`src/verilog/nvm_pkg.sv`:
```
// ==========================================================
// shared constants and types for the nvm access controller
package nvm_pkg;

  // register select codes on the i/o register port
  localparam logic [1:0] SEL_ADDR_LOW  = 2'h0;
  localparam logic [1:0] SEL_ADDR_HIGH = 2'h1;
  localparam logic [1:0] SEL_DATA      = 2'h2;
  localparam logic [1:0] SEL_CONTROL   = 2'h3;

  // control register field positions
  localparam int MODE_HI_POS   = 5;
  localparam int MODE_LO_POS   = 4;
  localparam int RIE_POS       = 3;
  localparam int ARM_POS       = 2;
  localparam int PSTROBE_POS   = 1;
  localparam int RSTROBE_POS   = 0;

  // programming modes
  typedef enum logic [1:0] {
    MODE_ATOMIC   = 2'h0,
    MODE_ERASE    = 2'h1,
    MODE_WRITE    = 2'h2,
    MODE_RESERVED = 2'h3
  } prog_mode_t;

  // control register image, bit 7 down to bit 0
  typedef struct packed {
    logic [1:0] zero;
    prog_mode_t mode;
    logic       ready_irq_enable;
    logic       master_program_arm;
    logic       program_strobe;
    logic       read_strobe;
  } nvm_ctrl_t;

  // values after reset
  localparam logic [7:0] DATA_RST   = 8'h00;
  localparam logic [8:0] ADDR_RST   = 9'h000;
  localparam prog_mode_t MODE_RST   = MODE_ATOMIC;

  // cpu-clock interlock and stall counts
  localparam logic [2:0] ARM_CYCLES        = 3'h4;
  localparam logic [2:0] READ_STALL_CYCLES = 3'h4;
  localparam logic [2:0] PROG_STALL_CYCLES = 3'h2;

  // programming times, timing oscillator in kHz
  localparam int OSC_KHZ       = 8000;
  localparam int ATOMIC_TIME_US = 3400;
  localparam int SPLIT_TIME_US  = 1800;
  localparam int ATOMIC_TICKS  = (ATOMIC_TIME_US * OSC_KHZ) / 1000;
  localparam int SPLIT_TICKS   = (SPLIT_TIME_US * OSC_KHZ) / 1000;

endpackage

```
`src/verilog/down_timer.sv`:
```
`timescale 1ns/10ps
// ==========================================================
// loadable down counter, steps on tick
module down_timer #(
  parameter int W = 3
) (
  // clock and reset
  input  wire logic         core_clk,
  input  wire logic         rstn,
  input  wire logic         ce,
  // control
  input  wire logic         load,
  input  wire logic [W-1:0] load_val,
  input  wire logic         tick,
  // status
  output logic              running,
  output logic              done
);

  logic [W-1:0] cnt_r;

  // count down to zero, load wins
  always_ff @(posedge core_clk or negedge rstn) begin
    if (!rstn) begin
      cnt_r <= '0;
    end else if (ce) begin
      if (load) begin
        cnt_r <= load_val;
      end else if (tick && cnt_r != '0) begin
        cnt_r <= cnt_r - W'(1);
      end
    end
  end

  assign running = (cnt_r != '0);
  assign done    = ce && !load && tick && (cnt_r == W'(1));

endmodule // down_timer

```
`src/verilog/prog_engine.sv`:
```
`timescale 1ns/10ps
// ==========================================================
// programming timer kept alive across rstn, mode field kept across rstn only while busy
module prog_engine #(
  parameter int ATOMIC_TICKS = nvm_pkg::ATOMIC_TICKS,
  parameter int SPLIT_TICKS  = nvm_pkg::SPLIT_TICKS,
  parameter int TW           = 16
) (
  // clock and resets
  input  wire logic               core_clk,
  input  wire logic               por_n,
  input  wire logic               rstn,
  input  wire logic               ce,
  input  wire logic               osc_tick,
  // requests
  input  wire logic               mode_wr,
  input  wire nvm_pkg::prog_mode_t mode_wdata,
  input  wire logic               start,
  // status
  output nvm_pkg::prog_mode_t     mode,
  output logic                    busy,
  output logic                    done
);

  nvm_pkg::prog_mode_t mode_r;
  logic [TW-1:0]       dur;

  // duration by mode, taken from the mode being started
  always_comb begin
    if (mode_wdata == nvm_pkg::MODE_ATOMIC) begin
      dur = TW'(ATOMIC_TICKS);
    end else begin
      dur = TW'(SPLIT_TICKS);
    end
  end

  down_timer #(.W(TW)) u_prog_tmr (
    .core_clk (core_clk),
    .rstn     (por_n),
    .ce       (ce),
    .load     (start),
    .load_val (dur),
    .tick     (osc_tick),
    .running  (busy),
    .done     (done)
  );

  // mode write blocked while busy, cleared in reset if idle
  always_ff @(posedge core_clk or negedge por_n) begin
    if (!por_n) begin
      mode_r <= nvm_pkg::MODE_RST;
    end else if (ce) begin
      if (!rstn && !busy) begin
        mode_r <= nvm_pkg::MODE_RST;
      end else if (rstn && mode_wr && !busy) begin
        mode_r <= mode_wdata;
      end
    end
  end

  assign mode = mode_r;

endmodule // prog_engine

```
`src/verilog/nvm_access_ctrl.sv`:
```
`timescale 1ns/10ps
// ==========================================================
module nvm_access_ctrl #(
  parameter int ATOMIC_TICKS = nvm_pkg::ATOMIC_TICKS,
  parameter int SPLIT_TICKS  = nvm_pkg::SPLIT_TICKS
) (
  // clock, resets, enable
  input  wire logic        core_clk,
  input  wire logic        rstn,
  input  wire logic        por_n,
  input  wire logic        ce,
  // timing oscillator tick, one core_clk cycle wide
  input  wire logic        osc_tick,
  // i/o register port
  input  wire logic [1:0]  io_sel,
  input  wire logic        io_wr,
  input  wire logic        io_rd,
  input  wire logic [7:0]  io_wdata,
  output logic      [7:0]  io_rdata,
  // cpu side
  input  wire logic        global_irq_enable,
  output logic             cpu_stall,
  output logic             irq_ready,
  // nvm array side
  output logic      [8:0]  arr_addr,
  output logic      [7:0]  arr_wdata,
  output logic             arr_rd,
  input  wire logic [7:0]  arr_rdata,
  output logic             arr_start,
  output nvm_pkg::prog_mode_t arr_mode,
  output logic             arr_busy
);

  // ==========================================================
  // state
  logic [8:0]          nvm_byte_address_r;
  logic [7:0]          nvm_data_r;
  logic [7:0]          wdata_lat_r;
  logic [8:0]          addr_lat_r;
  logic                ready_irq_enable_r;
  logic [7:0]          rdata_r;
  nvm_pkg::nvm_ctrl_t  wr_ctrl;
  nvm_pkg::nvm_ctrl_t  rd_ctrl;
  nvm_pkg::prog_mode_t prog_mode_field;
  logic                ctrl_wr;
  logic                arm_live;
  logic                prog_busy;
  logic                prog_done;
  logic                start_req;
  logic                read_req;
  logic                stall_load;
  logic [2:0]          stall_val;

  assign wr_ctrl = nvm_pkg::nvm_ctrl_t'(io_wdata);
  assign ctrl_wr = io_wr && (io_sel == nvm_pkg::SEL_CONTROL);

  // ==========================================================
  // arming interlock
  // four-cycle arm window
  down_timer #(.W(3)) u_arm_tmr (
    .core_clk (core_clk),
    .rstn     (rstn),
    .ce       (ce),
    .load     (ctrl_wr && wr_ctrl.master_program_arm),
    .load_val (nvm_pkg::ARM_CYCLES),
    .tick     (1'b1),
    .running  (arm_live),
    .done     ()
  );

  // start only while armed, idle, legal mode
  assign start_req = ctrl_wr && wr_ctrl.program_strobe && arm_live
                     && !prog_busy
                     && (wr_ctrl.mode != nvm_pkg::MODE_RESERVED);
  assign read_req  = ctrl_wr && wr_ctrl.read_strobe && !prog_busy;

  // ==========================================================
  // programming engine
  // mode selects configurable duration
  prog_engine #(
    .ATOMIC_TICKS (ATOMIC_TICKS),
    .SPLIT_TICKS  (SPLIT_TICKS),
    .TW           (16)
  ) u_engine (
    .core_clk   (core_clk),
    .por_n      (por_n),
    .rstn       (rstn),
    .ce         (ce),
    .osc_tick   (osc_tick),
    .mode_wr    (ctrl_wr),
    .mode_wdata (wr_ctrl.mode),
    .start      (start_req),
    .mode       (prog_mode_field),
    .busy       (prog_busy),
    .done       (prog_done)
  );

  // ==========================================================
  // cpu stall
  // stall two cycles after program, four after read
  assign stall_load = start_req || read_req;
  assign stall_val  = start_req ? nvm_pkg::PROG_STALL_CYCLES
                                : nvm_pkg::READ_STALL_CYCLES;

  down_timer #(.W(3)) u_stall_tmr (
    .core_clk (core_clk),
    .rstn     (rstn),
    .ce       (ce),
    .load     (stall_load),
    .load_val (stall_val),
    .tick     (1'b1),
    .running  (cpu_stall),
    .done     ()
  );

  // ==========================================================
  // address register
  // nine bits, frozen while busy
  always_ff @(posedge core_clk or negedge rstn) begin
    if (!rstn) begin
      nvm_byte_address_r <= nvm_pkg::ADDR_RST;
    end else if (ce && io_wr && !prog_busy) begin
      if (io_sel == nvm_pkg::SEL_ADDR_LOW) begin
        nvm_byte_address_r[7:0] <= io_wdata;
      end else if (io_sel == nvm_pkg::SEL_ADDR_HIGH) begin
        nvm_byte_address_r[8] <= io_wdata[0];
      end
    end
  end

  // ==========================================================
  // data register
  // fetched byte lands in the read instruction
  always_ff @(posedge core_clk or negedge rstn) begin
    if (!rstn) begin
      nvm_data_r <= nvm_pkg::DATA_RST;
    end else if (ce) begin
      if (read_req) begin
        nvm_data_r <= arr_rdata;
      end else if (io_wr && io_sel == nvm_pkg::SEL_DATA) begin
        nvm_data_r <= io_wdata;
      end
    end
  end

  // byte to program latched at start
  // kept on por_n so a system reset cannot spoil a running job
  always_ff @(posedge core_clk or negedge por_n) begin
    if (!por_n) begin
      wdata_lat_r <= nvm_pkg::DATA_RST;
    end else if (ce && start_req) begin
      wdata_lat_r <= nvm_data_r;
    end
  end

  // ==========================================================
  // programming target address
  // target address latched at start, survives rstn
  always_ff @(posedge core_clk or negedge por_n) begin
    if (!por_n) begin
      addr_lat_r <= nvm_pkg::ADDR_RST;
    end else if (ce && start_req) begin
      addr_lat_r <= nvm_byte_address_r;
    end
  end

  // ==========================================================
  // interrupt enable
  always_ff @(posedge core_clk or negedge rstn) begin
    if (!rstn) begin
      ready_irq_enable_r <= 1'b0;
    end else if (ce && ctrl_wr) begin
      ready_irq_enable_r <= wr_ctrl.ready_irq_enable;
    end
  end

  // level request while enabled and idle
  assign irq_ready = ready_irq_enable_r && global_irq_enable
                     && !prog_busy;

  // ==========================================================
  // readback
  // control image, top bits zero
  always_comb begin
    rd_ctrl                    = '0;
    rd_ctrl.mode               = prog_mode_field;
    rd_ctrl.ready_irq_enable   = ready_irq_enable_r;
    rd_ctrl.master_program_arm = arm_live;
    rd_ctrl.program_strobe     = prog_busy;
  end

  // registered read data, one cycle after io_rd
  always_ff @(posedge core_clk or negedge rstn) begin
    if (!rstn) begin
      rdata_r <= 8'h00;
    end else if (ce && io_rd) begin
      unique case (io_sel)
        nvm_pkg::SEL_ADDR_LOW:  rdata_r <= nvm_byte_address_r[7:0];
        nvm_pkg::SEL_ADDR_HIGH: rdata_r <= {7'h00, nvm_byte_address_r[8]};
        nvm_pkg::SEL_DATA:      rdata_r <= nvm_data_r;
        nvm_pkg::SEL_CONTROL:   rdata_r <= 8'(rd_ctrl);
      endcase
    end
  end

  assign io_rdata = rdata_r;

  // ==========================================================
  // array side
  // unerased write content is left to the array
  // reads use the live address, programming the latched one
  assign arr_addr  = arr_rd ? nvm_byte_address_r : addr_lat_r;
  assign arr_wdata = wdata_lat_r;
  assign arr_rd    = read_req && ce;
  assign arr_start = start_req && ce;
  assign arr_mode  = prog_mode_field;
  assign arr_busy  = prog_busy;

  // ==========================================================
  // assertions
  a_arm_expires: assert property (@(posedge core_clk) disable iff (!rstn)
    (ce && ctrl_wr && wr_ctrl.master_program_arm) ##1 ce [*5]
      |-> !arm_live)
    else $error("arm bit not cleared after four cycles");

  a_arm_holds: assert property (@(posedge core_clk) disable iff (!rstn)
    (ce && ctrl_wr && wr_ctrl.master_program_arm) |=> arm_live)
    else $error("arm bit not set after write");

  a_start_armed: assert property (@(posedge core_clk) disable iff (!rstn)
    arr_start |-> arm_live && !prog_busy)
    else $error("programming started without arm");

  a_start_busy: assert property (@(posedge core_clk) disable iff (!rstn)
    arr_start |=> prog_busy)
    else $error("strobe not held after start");

  a_mode_frozen: assert property (@(posedge core_clk) disable iff (!rstn)
    prog_busy && $past(prog_busy) |-> $stable(prog_mode_field))
    else $error("mode changed while programming");

  a_addr_frozen: assert property (@(posedge core_clk) disable iff (!rstn)
    $past(prog_busy) |-> $stable(nvm_byte_address_r))
    else $error("address changed while programming");

  a_no_busy_read: assert property (@(posedge core_clk) disable iff (!rstn)
    prog_busy |-> !arr_rd)
    else $error("read issued while programming");

  a_read_stall: assert property (@(posedge core_clk) disable iff (!rstn)
    (read_req && ce) ##1 ce [*4] |-> cpu_stall ##1 !cpu_stall)
    else $error("read stall length wrong");

  a_prog_stall: assert property (@(posedge core_clk) disable iff (!rstn)
    (start_req && ce) ##1 ce [*2] |-> cpu_stall ##1 !cpu_stall)
    else $error("program stall not two cycles");

  a_read_data: assert property (@(posedge core_clk) disable iff (!rstn)
    (read_req && ce) |=> nvm_data_r == $past(arr_rdata))
    else $error("read byte not captured");

  a_irq_level: assert property (@(posedge core_clk) disable iff (!rstn)
    irq_ready == (ready_irq_enable_r && global_irq_enable && !prog_busy))
    else $error("ready interrupt level wrong");

  a_ctrl_top: assert property (@(posedge core_clk) disable iff (!rstn)
    $past(io_rd && ce && io_sel == nvm_pkg::SEL_CONTROL)
      |-> io_rdata[7:6] == 2'h0)
    else $error("control top bits not zero");

  a_high_zero: assert property (@(posedge core_clk) disable iff (!rstn)
    $past(io_rd && ce && io_sel == nvm_pkg::SEL_ADDR_HIGH)
      |-> io_rdata[7:1] == 7'h00)
    else $error("address high unused bits not zero");

  a_strobe_readback: assert property (@(posedge core_clk) disable iff (!rstn)
    $past(io_rd && ce && io_sel == nvm_pkg::SEL_CONTROL)
      |-> io_rdata[1] == $past(prog_busy))
    else $error("strobe bit does not follow busy");

  a_strobe_clear: assert property (@(posedge core_clk) disable iff (!rstn)
    $fell(prog_busy) |-> $past(prog_done))
    else $error("strobe cleared before completion");

  a_reserved_mode: assert property (@(posedge core_clk) disable iff (!rstn)
    (ctrl_wr && wr_ctrl.mode == nvm_pkg::MODE_RESERVED) |-> !arr_start)
    else $error("reserved mode started programming");

  a_mode_write: assert property (@(posedge core_clk) disable iff (!rstn)
    (ce && ctrl_wr && !prog_busy) |=> prog_mode_field == $past(wr_ctrl.mode))
    else $error("mode not written while idle");

  a_data_write: assert property (@(posedge core_clk) disable iff (!rstn)
    (ce && io_wr && io_sel == nvm_pkg::SEL_DATA)
      |=> nvm_data_r == $past(io_wdata))
    else $error("data register write lost");

  a_target_latch: assert property (@(posedge core_clk) disable iff (!rstn)
    arr_start |=> addr_lat_r == $past(nvm_byte_address_r))
    else $error("target address not latched at start");

  a_start_stall: assert property (@(posedge core_clk) disable iff (!rstn)
    arr_start |=> cpu_stall)
    else $error("no stall after program start");

  a_read_stall_on: assert property (@(posedge core_clk) disable iff (!rstn)
    arr_rd |=> cpu_stall)
    else $error("no stall after read");

  c_atomic: cover property (@(posedge core_clk) disable iff (!rstn)
    arr_start && prog_mode_field == nvm_pkg::MODE_ATOMIC);
  c_erase: cover property (@(posedge core_clk) disable iff (!rstn)
    arr_start && wr_ctrl.mode == nvm_pkg::MODE_ERASE);
  c_write: cover property (@(posedge core_clk) disable iff (!rstn)
    arr_start && wr_ctrl.mode == nvm_pkg::MODE_WRITE);
  c_read: cover property (@(posedge core_clk) disable iff (!rstn)
    arr_rd);
  c_done: cover property (@(posedge core_clk) disable iff (!rstn)
    prog_done);

endmodule // nvm_access_ctrl

```
`config.mk`:
```
export PLATFORM = sky130hd
export DESIGN_NAME = nvm_access_ctrl
export DESIGN_NICKNAME = d
export VERILOG_FILES = /design/src/verilog/nvm_pkg.sv /design/src/verilog/down_timer.sv /design/src/verilog/prog_engine.sv /design/src/verilog/nvm_access_ctrl.sv
export SDC_FILE = /design/constraint.sdc
export NUM_CORES = 1
export LEC_CHECK = 0
export BUFFER_PORTS_ARGS = -buffer_cell sky130_fd_sc_hd__buf_2
export CAP_MARGIN = 5
export CORE_MARGIN = 4
export CORE_UTILIZATION = 49
export DETAILED_ROUTE_END_ITERATION = 16
export HOLD_SLACK_MARGIN = 0.02
export PLACE_DENSITY = 0.78
export SLEW_MARGIN = 20
export SYNTH_ARGS = -nofsm -noshare
export SYNTH_HDL_FRONTEND = slang
export SYNTH_HIERARCHICAL = 1
export SYNTH_SLANG_ARGS = --single-unit
```
`constraint.sdc`:
```
create_clock -name core_clk -period 3.35 [get_ports core_clk]
set_clock_uncertainty 0.1 [all_clocks]
set_input_delay 1.005 -clock core_clk [delete_from_list [all_inputs] [get_ports core_clk]]
set_output_delay 1.005 -clock core_clk [all_outputs]
set_load 0.01 [all_outputs]
```
==> reports/metrics.csv <==
metric,value,unit
number of hold buffers added after cts,0,
Clock Latency Late Sink,350,ps
largest net degree at the start of global routing,36,
Worst VDD drop,0.000345,V
Buffers on Ports,57,
DRT antenna net count,0,
routability cong.,0.888,
CP startpoint kind,flip-flop,
Total Routing Usage GR,21.1,%
worst-margin pin slew,841,ps
Max-Cap Viols,0,
Vias,3260,
Via density,5.54,
failing checks,negative setup slack,
Syn Area/Cell,10.0,um^2
Sequential Area,1680,um^2
CTS tree,done,
DR WL met3,542,um
die area,9070,um^2
Area Overhead vs Synth,27.1,%
clock root cell,clkbuf_8,
Slew Limit Fails,0,
worst path required time,2240,ps
"Worst Path Class, Setup",flip-flop to output pin,
met1 WL,4.17,mm
Fmax,286,MHz
crit path from,u_engine/u_prog_tmr/cnt_r[1],
number of instances in the placed design,557,
fin crit period,3500,ps
worst reg-to-reg setup slack,80,ps
Routed Wire Length,9.60,mm
antenna violations before repair,0,
Clock Sinks,67,
GRT overflow,0,
Num CTS Buffers,9,
post-route DRC violation count,0,
Finished Layout Cells,588,
outcome,finished with violations,
combined area of the multi-input logic cells,2050,um^2
Setup WS pre-CTS,119,ps
nets@finish,515,
fill cell count,553,
Power Density,549,nW/um^2
layout cells sized above 1,36.0,%
Reg-to-Reg End,u_engine/u_prog_tmr/cnt_r[10],
RSZ-0062 raised after global routing,yes,
leakage,2.33,nW
power consumption,2.60,mW
Final Cell Area,4740,um^2
Hold Fails Final Rpt,0,
initial core utilization,50.9,%
top routing layer used,met4,
Yosys warnings,6,
first-pass GRT wire length,14.6,mm
num rows,31,
ANT cells,0,
slew margin rel.,43.9,%
Syn Std Cell Area,3730,um^2
# IOs,58,
vias in the first global route,2993,
Reg-to-Reg Start,u_engine/u_prog_tmr/cnt_r[1],
clock buffer depth,2,
kind of end point of the critical path,output pin,
WL/cell,16.3,um
placed cell areas,4330,um^2
Pre-Repair DR Iteration Count,5,
Chip Height,95.2,um
crit path to,arr_addr[8],
hold slack final,373,ps
r2r worst-path depth,16,
fin crit share,104,%
WP data arrival,2390,ps
Detail Placement HPWL,6.58,mm
Die Wd,95.2,um
critical-path maximum fanout,10,
Final Setup Violations,10,
met2 wire len,4.75,mm
initial drt markers,248,
CTS clock-pin slew for the worst setup and hold paths,70,ps
Post-Synthesis Cells,373,
final worst slack,-150,ps
H-Tree Depth,3,
Hold/Removal Path Class,flip-flop to flip-flop,
core area,7330,um^2
==> repair_timing <==
| item | 4_1_cts | 5_1_grt |
|---|---|---|
| setup buffers | 6 | 9 |
| pin swaps | 4 | 4 |
| setup endpoints to repair | 10 | 18 |
| gates resized for setup | 10 | 17 |
==> sequential cells by signal, indices dropped and copies added, names as in the netlist <==
register and count:
u_arm_tmr/cnt_r 3, arr_wdata 8, u_stall_tmr/cnt_r 3, nvm_data_r 8, ready_irq_enable_r 1, addr_lat_r 9, u_engine/mode 2, io_rdata 8
nvm_byte_address_r 9, u_engine/u_prog_tmr/cnt_r 16
==> where the power goes <==
| group | leakage, nW | internal, mW | switching (mW) |
|---|---|---|---|
| clock | 0.0900 | 0.273 | 0.330 |
| combinational | 1.38 | 0.414 | 0.440 |
| sequential | 0.861 | 0.974 | 0.169 |
| total | 2.33 | 1.66 | 0.939 |
==> cell usage in the layout, fill, tap and decap left out, types with 3 or more instances in the layout <==
cell type and count:
a21oi_1 22, a31oi_1 9, and3_1 4, buf_2 47
buf_4 35, buf_6 12, clkbuf_8 9, conb_1 23
dfrtp_1 63, dfrtp_2 4, ha_1 4, inv_1 12
inv_2 3, mux2_2 27, mux2_4 9, mux2i_1 10
nand2_1 39, nand2b_4 3, nand3_1 8, nand3b_1 3
nand4_1 4, nor2_1 35, nor3_1 5, nor4_1 6
o21ai_0 23, o22ai_1 7
==> metrics by stage <==
step	utilization [%]	TNS, ps
detailed placement	59.1	0
CTS	62.7	-1070
global route	64.6	-2390
finish	64.6	-1370
floorplan	-	0
global placement	59.1	0
==> per-layer routing <==
layer | vias to the layer above | track usage [%]
met5 | - | 0
li1 | 1546 | -
met1 | 1588 | 28.5
met3 | 12 | 4.34
met4 | 0 | 7.81
met2 | 114 | 33.5
==> worst max-delay path: stages (launching register included) <==
cell	delay, ps
dfrtp_1	400
inv_2	80
ha_4	140
nor3b_4	200
nand4_1	170
nand3b_1	280
nor2_4	140
buf_12	140
mux2_2	350
buf_6	130
==> layout make-up <==
type,count,share of cell area (%)
Clock buffer,9,2.61
Clock inverter,7,1.11
Inverter,15,1.19
Multi-Input combinational cell,296,43.2
Sequential cell,67,35.5
Tap cell,99,2.61
Timing Repair Buffer,95,13.8
==> how the worst min path moves through the flow <==
| stage | slack [ps] | end | depth (start not counted) | startpoint |
|---|---|---|---|---|
| floorplan | 380 | addr_lat_r[3] | 1 | addr_lat_r[3] |
| global placement | 360 | io_rdata[1] | 2 | io_rdata[1] |
| detailed placement | 360 | io_rdata[6] | 2 | io_rdata[6] |
| CTS | 380 | io_rdata[6] | 2 | io_rdata[6] |
| global route | 420 | io_rdata[0] | 2 | io_rdata[0] |
| finish | 370 | io_rdata[2] | 2 | io_rdata[2] |
(Power assumes the default switching activity.)
